--- src/common/pdd_map.svh ---
// pdd_map.svh: named constants for the direction decoder
// assumes a 125 MHz core clock; counts derive from the printed times
`ifndef PDD_MAP_SVH
`define PDD_MAP_SVH

`define PDD_CLK_HZ 125000000
`define PDD_PRI_HZ 977
`define PDD_SEC_HZ 871
`define PDD_TOL_HZ 10
// period windows in clocks: shortest period at f+tol, longest at f-tol
`define PDD_PRI_MIN ((`PDD_CLK_HZ + (`PDD_PRI_HZ + `PDD_TOL_HZ) - 1) / (`PDD_PRI_HZ + `PDD_TOL_HZ))
`define PDD_PRI_MAX (`PDD_CLK_HZ / (`PDD_PRI_HZ - `PDD_TOL_HZ))
`define PDD_SEC_MIN ((`PDD_CLK_HZ + (`PDD_SEC_HZ + `PDD_TOL_HZ) - 1) / (`PDD_SEC_HZ + `PDD_TOL_HZ))
`define PDD_SEC_MAX (`PDD_CLK_HZ / (`PDD_SEC_HZ - `PDD_TOL_HZ))
// duty windows in percent, each nominal plus or minus the tolerance
`define PDD_DUTY_TOL 2
`define PDD_DUTY_UNK 15
`define PDD_DUTY_PARK 30
`define PDD_DUTY_REV 45
`define PDD_DUTY_NEU 60
`define PDD_DUTY_FWD 75
`define PDD_DUTY_ERR 90
`define PDD_PCT 100
`define PDD_WARMUP_CLEAR 40
`define PDD_CNT_W 20

`endif

--- src/common/pdd_pkg.sv ---
// pdd_pkg: types shared by the direction decoder files
// assumes nothing beyond a SystemVerilog compiler
`default_nettype none
package pdd_pkg;
  typedef enum logic [2:0] {
    PDD_DIR_UNKNOWN,
    PDD_DIR_PARK,
    PDD_DIR_REVERSE,
    PDD_DIR_NEUTRAL,
    PDD_DIR_FORWARD,
    PDD_DIR_ERROR,
    PDD_DIR_INVALID
  } pdd_dir_type;
endpackage : pdd_pkg
`default_nettype wire

--- src/logic/pdd_direction_decoder.sv ---
// pdd_direction_decoder: measures the backup direction wire and runs fault reactions
// assumes the wire is asynchronous to core_clk; supply window and can status come from other logic
//
// What this block does
// - duty cycle is high time over period
// - accept primary or secondary selector frequency
// - decode six duty windows into direction codes
// - invalid decoded data raises the circuit fault
// - fault lights lamp and logs history
// - ignore pulse input while fault active
// - no can while faulted: hold last valid
// - forty clean warm-ups erase stored fault
// - service tool command erases stored fault
// - can is primary path, wire monitored too
// - evaluate fault only within supply window
`default_nettype none
`include "pdd_map.svh"
module pdd_direction_decoder #(
  parameter int CNT_W = `PDD_CNT_W,
  parameter int WARMUP_CLEAR = `PDD_WARMUP_CLEAR,
  parameter int CLK_HZ = `PDD_CLK_HZ
) (
  // clock and reset
  input wire logic core_clk,
  input wire logic rst_n,
  // direction wire (open drain, receive only)
  input wire logic dir_wire_in,
  // supply monitor and vehicle events
  input wire logic supply_ok,
  input wire logic warmup_done,
  input wire logic fault_erase_cmd,
  // can data link direction
  input wire logic can_dir_valid,
  input wire pdd_pkg::pdd_dir_type can_dir,
  input wire logic can_lost,
  // results
  output pdd_pkg::pdd_dir_type pwm_dir,
  output logic pwm_dir_valid,
  output pdd_pkg::pdd_dir_type active_dir,
  output logic direction_circuit_fault,
  output logic fault_stored,
  output logic driver_warning_lamp
);
  import pdd_pkg::*;

  // period windows in clocks follow the clock parameter, so a slower test clock keeps periods short
  // shortest period at nominal plus tolerance (rounded up), longest at nominal minus tolerance
  localparam int PRI_F_HI = `PDD_PRI_HZ + `PDD_TOL_HZ;
  localparam int PRI_F_LO = `PDD_PRI_HZ - `PDD_TOL_HZ;
  localparam int SEC_F_HI = `PDD_SEC_HZ + `PDD_TOL_HZ;
  localparam int SEC_F_LO = `PDD_SEC_HZ - `PDD_TOL_HZ;
  localparam logic [CNT_W-1:0] PRI_MIN = CNT_W'((CLK_HZ + PRI_F_HI - 1) / PRI_F_HI);
  localparam logic [CNT_W-1:0] PRI_MAX = CNT_W'(CLK_HZ / PRI_F_LO);
  localparam logic [CNT_W-1:0] SEC_MIN = CNT_W'((CLK_HZ + SEC_F_HI - 1) / SEC_F_HI);
  localparam logic [CNT_W-1:0] SEC_MAX = CNT_W'(CLK_HZ / SEC_F_LO);

  logic sync1_q, sync2_q, prev_q;
  logic [CNT_W-1:0] per_cnt_q, high_cnt_q, per_lat_q, high_lat_q;
  logic meas_q;
  logic fault_q, stored_q;
  logic [6:0] clean_q;
  logic warm_bad_q;
  pdd_dir_type pwm_dir_q, active_q, last_valid_q;
  logic pwm_valid_q;

  // two-stage synchroniser; the first flop feeds nothing but the second
  always_ff @(posedge core_clk) begin
    if (!rst_n) begin
      sync1_q <= 1'b1;
      sync2_q <= 1'b1;
      prev_q <= 1'b1;
    end else begin
      sync1_q <= dir_wire_in;
      sync2_q <= sync1_q;
      prev_q <= sync2_q;
    end
  end

  // period starts at a rising edge: line released, selector driver off
  wire rise = sync2_q && !prev_q;
  wire per_full = &per_cnt_q;

  // count period and the high part of it; a stuck line saturates and reads invalid
  always_ff @(posedge core_clk) begin
    if (!rst_n) begin
      per_cnt_q <= '0;
      high_cnt_q <= '0;
      per_lat_q <= '0;
      high_lat_q <= '0;
      meas_q <= 1'b0;
    end else if (rise) begin
      per_lat_q <= per_cnt_q;
      high_lat_q <= high_cnt_q;
      meas_q <= 1'b1;
      per_cnt_q <= CNT_W'(1);
      high_cnt_q <= CNT_W'(1);
    end else begin
      meas_q <= per_full; // stuck line also forces a verdict
      if (per_full) begin
        per_lat_q <= per_cnt_q;
        high_lat_q <= high_cnt_q;
      end
      per_cnt_q <= per_full ? per_cnt_q : per_cnt_q + CNT_W'(1);
      high_cnt_q <= (sync2_q && !per_full) ? high_cnt_q + CNT_W'(1) : high_cnt_q;
    end
  end

  // period check against either selector, only the active one sends
  wire pri_ok = (per_lat_q >= PRI_MIN) && (per_lat_q <= PRI_MAX);
  wire sec_ok = (per_lat_q >= SEC_MIN) && (per_lat_q <= SEC_MAX);
  wire period_ok = pri_ok || sec_ok;

  pdd_dir_type duty_dir;
  pdd_duty_class #(
    .CNT_W(CNT_W)
  ) u_class (
    .high_cnt(high_lat_q),
    .period_cnt(per_lat_q),
    .dir_code(duty_dir)
  );

  wire [2:0] decoded = period_ok ? duty_dir : PDD_DIR_INVALID;
  wire bad_data = meas_q && (decoded == PDD_DIR_INVALID);
  wire bad_eval = bad_data && supply_ok;

  // a warm-up counts as clean only if no bad frame fell inside it; the fault that
  // started a streak spoils the warm-up it happened in, so the streak starts after it
  wire warm_clean = warmup_done && !warm_bad_q;
  wire warm_erase = warm_clean && (clean_q == 7'(WARMUP_CLEAR - 1));

  // decoded direction and fault flag
  always_ff @(posedge core_clk) begin
    if (!rst_n) begin
      pwm_dir_q <= PDD_DIR_INVALID;
      pwm_valid_q <= 1'b0;
      fault_q <= 1'b0;
    end else begin
      if (meas_q) begin
        pwm_dir_q <= pdd_dir_type'(decoded);
        pwm_valid_q <= !bad_data;
      end
      // fault stays active until a clear; a new bad frame wins over the clear
      if (bad_eval)
        fault_q <= 1'b1;
      else if (fault_erase_cmd || warm_erase)
        fault_q <= 1'b0;
    end
  end

  // history and warm-up clearing; a fault in the same cycle wins over erase
  always_ff @(posedge core_clk) begin
    if (!rst_n) begin
      stored_q <= 1'b0;
      clean_q <= '0;
      warm_bad_q <= 1'b0;
    end else begin
      if (bad_eval)
        stored_q <= 1'b1;
      else if (fault_erase_cmd || warm_erase)
        stored_q <= 1'b0;
      if (bad_eval || fault_erase_cmd || !stored_q)
        clean_q <= '0;
      else if (warmup_done)
        clean_q <= warm_clean ? clean_q + 7'h01 : 7'h00;
      warm_bad_q <= warmup_done ? bad_eval : (warm_bad_q || bad_eval);
    end
  end

  // can is the main path; wire backs it up unless faulted
  wire use_pwm = !fault_q && pwm_valid_q && (pwm_dir_q != PDD_DIR_ERROR)
                 && (pwm_dir_q != PDD_DIR_UNKNOWN);
  always_ff @(posedge core_clk) begin
    if (!rst_n) begin
      active_q <= PDD_DIR_NEUTRAL;
      last_valid_q <= PDD_DIR_NEUTRAL;
    end else if (!can_lost && can_dir_valid) begin
      active_q <= can_dir;
      last_valid_q <= can_dir;
    end else if (can_lost && use_pwm) begin
      active_q <= pwm_dir_q;
      last_valid_q <= pwm_dir_q;
    end else if (can_lost) begin
      active_q <= last_valid_q;
    end
  end

  assign pwm_dir = pwm_dir_q;
  assign pwm_dir_valid = pwm_valid_q;
  assign active_dir = active_q;
  assign direction_circuit_fault = fault_q;
  assign fault_stored = stored_q;
  assign driver_warning_lamp = fault_q;

  // a bad frame inside the supply window must raise the fault on the next edge
  chk_fault_sets: assert property (@(posedge core_clk) disable iff (!rst_n)
    bad_eval |=> direction_circuit_fault) else $error("fault not raised on bad data");

  // the lamp and the history never lag the active fault
  chk_lamp_follows: assert property (@(posedge core_clk) disable iff (!rst_n)
    direction_circuit_fault |-> driver_warning_lamp && fault_stored) else $error("lamp or history missing");

  // while faulted and without can, the wire value must never reach the output
  chk_ignore_pwm: assert property (@(posedge core_clk) disable iff (!rst_n)
    (direction_circuit_fault && can_lost) |=> active_dir == $past(last_valid_q)) else $error("pwm used while faulted");

  // two faulted cycles without can: the direction in use stays frozen
  chk_hold_last: assert property (@(posedge core_clk) disable iff (!rst_n)
    (fault_q && can_lost) ##1 (fault_q && can_lost) |=> $stable(active_dir)) else $error("direction not held");

  // a brown-out can produce garbage frames; they must not raise the fault
  chk_supply_gate: assert property (@(posedge core_clk) disable iff (!rst_n)
    (!supply_ok && !direction_circuit_fault && !fault_erase_cmd) |=> !direction_circuit_fault)
    else $error("fault set outside supply window");

  // a tool erase with no fresh bad frame clears both history and fault
  chk_tool_erase: assert property (@(posedge core_clk) disable iff (!rst_n)
    (fault_erase_cmd && !bad_eval) |=> !fault_stored && !direction_circuit_fault) else $error("erase ignored");

  // history only ever drops through an erase or a full clean streak
  chk_warm_erase: assert property (@(posedge core_clk) disable iff (!rst_n)
    $fell(fault_stored) |-> $past(fault_erase_cmd) || $past(clean_q) == 7'(WARMUP_CLEAR - 1))
    else $error("history cleared too early");

  // a period outside both selector windows is never reported as valid
  chk_period_gate: assert property (@(posedge core_clk) disable iff (!rst_n)
    (meas_q && !period_ok) |=> !pwm_dir_valid) else $error("bad period accepted");

  // high time is counted inside the period, so it can never exceed it
  chk_duty_high: assert property (@(posedge core_clk) disable iff (!rst_n)
    rise |=> high_lat_q <= per_lat_q) else $error("high time above period");

  // a bad frame is also written to the history on the next edge
  chk_stored_sets: assert property (@(posedge core_clk) disable iff (!rst_n)
    bad_eval |=> fault_stored) else $error("history not written");

  // the active fault is sticky until something clears it
  chk_fault_holds: assert property (@(posedge core_clk) disable iff (!rst_n)
    (direction_circuit_fault && !fault_erase_cmd && !warm_erase) |=> direction_circuit_fault)
    else $error("fault dropped without a clear");

  // the history is sticky until something clears it
  chk_stored_holds: assert property (@(posedge core_clk) disable iff (!rst_n)
    (fault_stored && !fault_erase_cmd && !warm_erase) |=> fault_stored) else $error("history dropped");

  // can wins whenever it is present and valid
  chk_can_path: assert property (@(posedge core_clk) disable iff (!rst_n)
    (!can_lost && can_dir_valid) |=> active_dir == $past(can_dir)) else $error("can direction not taken");

  // without can, a usable wire value becomes the direction in use
  chk_pwm_backup: assert property (@(posedge core_clk) disable iff (!rst_n)
    (can_lost && use_pwm) |=> active_dir == $past(pwm_dir_q)) else $error("backup wire not used");

  // a frame flagged valid always carries a real direction code
  chk_valid_code: assert property (@(posedge core_clk) disable iff (!rst_n)
    pwm_dir_valid |-> pwm_dir != PDD_DIR_INVALID) else $error("valid flag on invalid code");

  // a good period with a duty inside a window is reported as valid
  chk_good_frame: assert property (@(posedge core_clk) disable iff (!rst_n)
    (meas_q && period_ok && duty_dir != PDD_DIR_INVALID) |=> pwm_dir_valid) else $error("good frame rejected");

  // a duty between the windows is rejected whatever the period
  chk_bad_duty: assert property (@(posedge core_clk) disable iff (!rst_n)
    (meas_q && duty_dir == PDD_DIR_INVALID) |=> !pwm_dir_valid) else $error("bad duty accepted");

  // the decoded code only moves when a measurement closes
  chk_dir_steady: assert property (@(posedge core_clk) disable iff (!rst_n)
    !meas_q |=> $stable(pwm_dir)) else $error("direction moved between frames");

  // a spoiled warm-up restarts the streak from zero
  chk_streak_reset: assert property (@(posedge core_clk) disable iff (!rst_n)
    (warmup_done && warm_bad_q) |=> clean_q == 7'h00) else $error("streak kept after bad warm-up");

  // the last clean warm-up of a streak clears history and fault together
  chk_warm_clear: assert property (@(posedge core_clk) disable iff (!rst_n)
    (warm_erase && !bad_eval) |=> !fault_stored && !direction_circuit_fault) else $error("streak did not clear");

  // each rising edge of the wire restarts the period count
  chk_period_restart: assert property (@(posedge core_clk) disable iff (!rst_n)
    rise |=> per_cnt_q == CNT_W'(1)) else $error("period count not restarted");

  // a stuck line keeps the counter saturated until the line rises again
  chk_sat_hold: assert property (@(posedge core_clk) disable iff (!rst_n)
    (per_full && !rise) |=> per_full) else $error("saturated counter wrapped");
endmodule : pdd_direction_decoder
`default_nettype wire

--- src/logic/pdd_duty_class.sv ---
// pdd_duty_class: maps one measured high time and period onto a direction code
// assumes high_cnt never exceeds period_cnt
`default_nettype none
`include "pdd_map.svh"
module pdd_duty_class #(
  parameter int CNT_W = `PDD_CNT_W
) (
  // measurement
  input wire logic [CNT_W-1:0] high_cnt,
  input wire logic [CNT_W-1:0] period_cnt,
  // result
  output pdd_pkg::pdd_dir_type dir_code
);
  import pdd_pkg::*;

  // compare high*100 against period*(nominal +/- tol); no division needed
  // high*100 as 64+32+4, every term widened to the full result
  wire [CNT_W+7:0] high_pct = {2'h0, high_cnt, 6'h00} + {3'h0, high_cnt, 5'h00} + {6'h00, high_cnt, 2'h0};

  function automatic logic in_win(input logic [CNT_W+7:0] hp, input logic [CNT_W-1:0] per,
                                  input int nom);
    logic [CNT_W+7:0] lo;
    logic [CNT_W+7:0] hi;
    lo = (CNT_W+8)'(per * (nom - `PDD_DUTY_TOL));
    hi = (CNT_W+8)'(per * (nom + `PDD_DUTY_TOL));
    in_win = (hp >= lo) && (hp <= hi);
  endfunction : in_win

  wire w_unk = in_win(high_pct, period_cnt, `PDD_DUTY_UNK);
  wire w_park = in_win(high_pct, period_cnt, `PDD_DUTY_PARK);
  wire w_rev = in_win(high_pct, period_cnt, `PDD_DUTY_REV);
  wire w_neu = in_win(high_pct, period_cnt, `PDD_DUTY_NEU);
  wire w_fwd = in_win(high_pct, period_cnt, `PDD_DUTY_FWD);
  wire w_err = in_win(high_pct, period_cnt, `PDD_DUTY_ERR);

  // windows never overlap, so priority order only matters for none-hit
  assign dir_code = w_unk ? PDD_DIR_UNKNOWN :
                    w_park ? PDD_DIR_PARK :
                    w_rev ? PDD_DIR_REVERSE :
                    w_neu ? PDD_DIR_NEUTRAL :
                    w_fwd ? PDD_DIR_FORWARD :
                    w_err ? PDD_DIR_ERROR : PDD_DIR_INVALID;
endmodule : pdd_duty_class
`default_nettype wire
--- config.mk ---
export PLATFORM = sky130hd
export DESIGN_NAME = pdd_direction_decoder
export DESIGN_NICKNAME = d
export VERILOG_FILES = /design/src/common/pdd_pkg.sv /design/src/logic/pdd_direction_decoder.sv /design/src/logic/pdd_duty_class.sv
export VERILOG_INCLUDE_DIRS = /design/src /design/src/common
export SDC_FILE = /design/constraint.sdc
export NUM_CORES = 2
export LEC_CHECK = 0
export BUFFER_PORTS_ARGS = -buffer_cell sky130_fd_sc_hd__buf_4
export CELL_PAD_IN_SITES_DETAIL_PLACEMENT = 1
export CELL_PAD_IN_SITES_GLOBAL_PLACEMENT = 2
export CORE_UTILIZATION = 38
export DETAILED_ROUTE_END_ITERATION = 6
export HOLD_SLACK_MARGIN = 0.06
export PLACE_DENSITY = 0.9
export SYNTH_ARGS = -nofsm -noshare
export SYNTH_HDL_FRONTEND = slang
export SYNTH_SLANG_ARGS = --single-unit
--- constraint.sdc ---
create_clock -name core_clk -period 6.7 [get_ports core_clk]
set_input_delay 0.67 -clock core_clk [delete_from_list [all_inputs] [get_ports core_clk]]
set_output_delay 0.67 -clock core_clk [all_outputs]
set_load 0.02 [all_outputs]
==> results.md <==
- Dpl ws: -1170 ps
- Synthesis-stage register bit count: 103
- Die height: 284 um
- Pwr/cell area: 48.5 mW/mm^2
- Period utilization: 101%
- Mapped Cells: 3,612
- Compound-Gate Fraction of Synth Area: 19.0%
- Unique masters post-synth: 89
- CP peak stage delay: 600 ps
- Synth Area in Adders: 45.7%
- Initial Util: 38.7%
- Worst Max-Slew Pin Slew: 1190 ps
- Worst-case reg-to-reg path depth: 35
- Most frequent CP cell: buf_4
- Most common cell after layout, fill and taps aside: ha_1
- Hold_sp: sync1_q$_SDFF_PN1_
- GPL Wtd Cong: 0.990
- Fin Hold WS: 434 ps
- Synth Area per Inst: 8.36 sq um
- DR iter-0 viols: 1,589
- F_max: 147 MHz
- Final setup TNS: -759 ps
- Vias per inst: 5.67
- DR pass1 iterations: 5
- Die footprint: 0.0806 sq mm
- Area occupied by multi-input gates: 0.0270 sq mm
- Hold path cells: 1
- Post-synth EDFFs: 0
- Die width: 284 um
- R2r setup slk: -100 ps
- Wirelength per Cell: 22.7 um
- DRC violations left: 0
- Most frequent cells in the layout: ha_1, inv_1, buf_4
- Reg area: 0.00209 sq mm
- Core Rows: 102
- Max-Cap Viols: 0
- Largest net degree at the start of global routing: 46
- H-tree depth: 3
- Net Count, Synth: 4,572
- Final Hold Violating Endpoints: 0
- Critical path peak fanout: 7
- Clock skew: 22.5 ps
- Post-Synthesis Cell Area: 0.0302 sq mm
- Initial antenna violation count: 4
- Share of cells above drive strength 1: 14.9%
- Port-buffer cells: 20
- Number of global-route vias before repair: 30,300
- Largest family of logic cells by synthesized area: adder cells
- Fin cells: 4,997
- Overflow after GRT: 0
- Post-Synth XOR/XNOR Area: 7.54%
- Sequential cell area fraction in the yosys report: 6.83%
- First-pass GRT wire length: 172 mm
- RSZ-0062 raised after global routing: yes
- TritonCTS clock tree: yes
- Fin worst setup slack: -100 ps
- Post-synth ARST share: 0%
- Rel. slew slack: 19.8%
- Worst skew pair latency: 390 ps
- Hold Path Sink: sync2_q$_SDFF_PN1_
- Drt total wl: 113 mm
- Pleak: 18.7 nW
- Min cycle time layout: 6800 ps
- Clock Sinks: 103
- Post-route ant nets: 0
- GRT Total Usage: 27.5%
- Reg2Reg Capture Point: clean_q[4]$_SDFFE_PP0P_
- Slowest-stage cell, CP: fa_1
- Final Slew Violations: 0
- Synth warnings: 0
- Vias: 28,400
- Violated checks: negative setup slack
- Syn-to-layout area delta: 17.6%
- Setup violations, final: 11
- Final #Nets: 4,912
- Outcome: complete, but fails checks
- # placed instances: 4,940
- Layout fillers: 9,322
- Reg2reg start: per_lat_q[2]$_SDFFE_PN0P_
- Hold WC Path Type: reg -> reg
- CTS clk-pin slew, worst paths: 90 ps
- Root Driver: clkbuf_16
- Num CTS Buffers: 9
- Ant. Diodes: 0
- Core Box Area: 0.0780 sq mm
- Top_reg_cell synth: dfxtp_1
- Synth Area in Simple Gates: 13.7%
- Worst endpoint data arrival time: 7080 ps
- Maximum VDD drop: 113 uV
- DP Wirelength: 95.3 mm
- Mux cell area share after synthesis: 0.269%
- CP Launch Type: flop
- CP required: 6980 ps
- Buffers from clock root to sink, at most: 2
- CP Class: reg -> reg
- # IOs: 21
- Worst setup EP type: flop
-- stage by stage --
| stage | util, % | cell area (sq um) | power (W) |
|---|---|---|---|
| floorplan | - | 30200 | 0.000915 |
| finish | 45.6 | 35500 | 0.00172 |
| global placement | 43.5 | 33900 | 0.00110 |
| CTS | 44.4 | 34700 | 0.00171 |
| detailed placement | 43.5 | 33900 | 0.00112 |
| global route | 45.6 | 35500 | 0.00178 |
-- final cells by class --
cell class                 instances  area share [%]
inverter                         524            5.59
clock inverter                     6           0.173
tap                             1040            3.66
clock buffer                      10           0.645
timing repair buffer             360            8.11
multi-input combinational       2954            75.9
sequential                       103            5.89
-- critical path: cells and delay by family, from the launching register on --
family | cells | cell delay, ps
AOI/OAI and AO/OA | 15 | 2430
xor gates and xnor gates | 1 | 80
adders and majority gates | 5 | 1620
buffers and inverters | 6 | 920
DFF | 1 | 350
and+or+nand+nor | 8 | 1270
-- cell usage after synthesis (all sizes together), types with 14 or more instances --
master,count,area [sq um]
nor2b,49,309
nand2b,56,350
a21oi,314,1570
inv,524,1970
dfxtp,103,2060
a31oi,35,219
nor3,48,245
nand3,80,405
or2,19,121
and3,26,163
o31ai,14,105
o21a,38,285
fa,256,5120
nand2,228,856
o21ai,179,907
nand4,54,338
xor2,133,1170
or3,22,138
a21o,122,916
clkbuf,25,93.8
xnor2,123,1100
o211ai,30,244
a211oi,32,258
o21bai,28,210
ha,693,8670
nor2,184,691
-- metal layers --
layer	part of all wire, %	GRT usage, %
met1	43	34.4
met5	0.026	0
met3	4.6	2.45
met4	4.8	12.4
met2	48	47.8
-- worst max-delay path by stage --
stage                     depth (start not counted)                      end                       from
final                                            35  clean_q[4]$_SDFFE_PP0P_  per_lat_q[2]$_SDFFE_PN0P_
after global routing                             35  clean_q[6]$_SDFFE_PP0P_  per_lat_q[2]$_SDFFE_PN0P_
after CTS                                        34  clean_q[6]$_SDFFE_PP0P_  per_lat_q[2]$_SDFFE_PN0P_
after detailed placement                         30  pwm_dir[0]$_SDFFE_PN0P_  per_lat_q[2]$_SDFFE_PN0P_
after global placement                           30  pwm_dir[0]$_SDFFE_PN0P_  per_lat_q[2]$_SDFFE_PN0P_
after floorplan                                  28  pwm_dir[0]$_SDFFE_PN0P_  per_lat_q[5]$_SDFFE_PN0P_
-- where the power goes --
part	internal, W	leakage, nW	switching, W
Clock	0.000264	0.144	0.000299
Sequential	0.000617	0.841	0.00000697
Combinational	0.000221	17.7	0.000313
Total	0.00110	18.7	0.000619
-- logic make-up after synthesis --
family / after synthesis
fa+ha+maj: 949
xor+xnor: 256
compound gates: 909
mux: 8
flops: 103
buf+inv: 555
simple gates: 832
-- flip-flops by register name (all words and copies together), names as in the netlist, 3 cells and up --
name,count
last_valid_q,3
high_lat_q,20
per_cnt_q,20
clean_q,7
high_cnt_q,20
active_dir,3
pwm_dir,3
per_lat_q,20
-- repair_timing --
| item | CTS | global route |
|---|---|---|
| gates resized for setup | 95 | 155 |
| hold buffers | 0 | 0 |
| pin swaps | 48 | 93 |
| setup buffers | 16 | 30 |
| setup endpoints to repair | 13 | 13 |
Power figures use the tool's default switching activity.
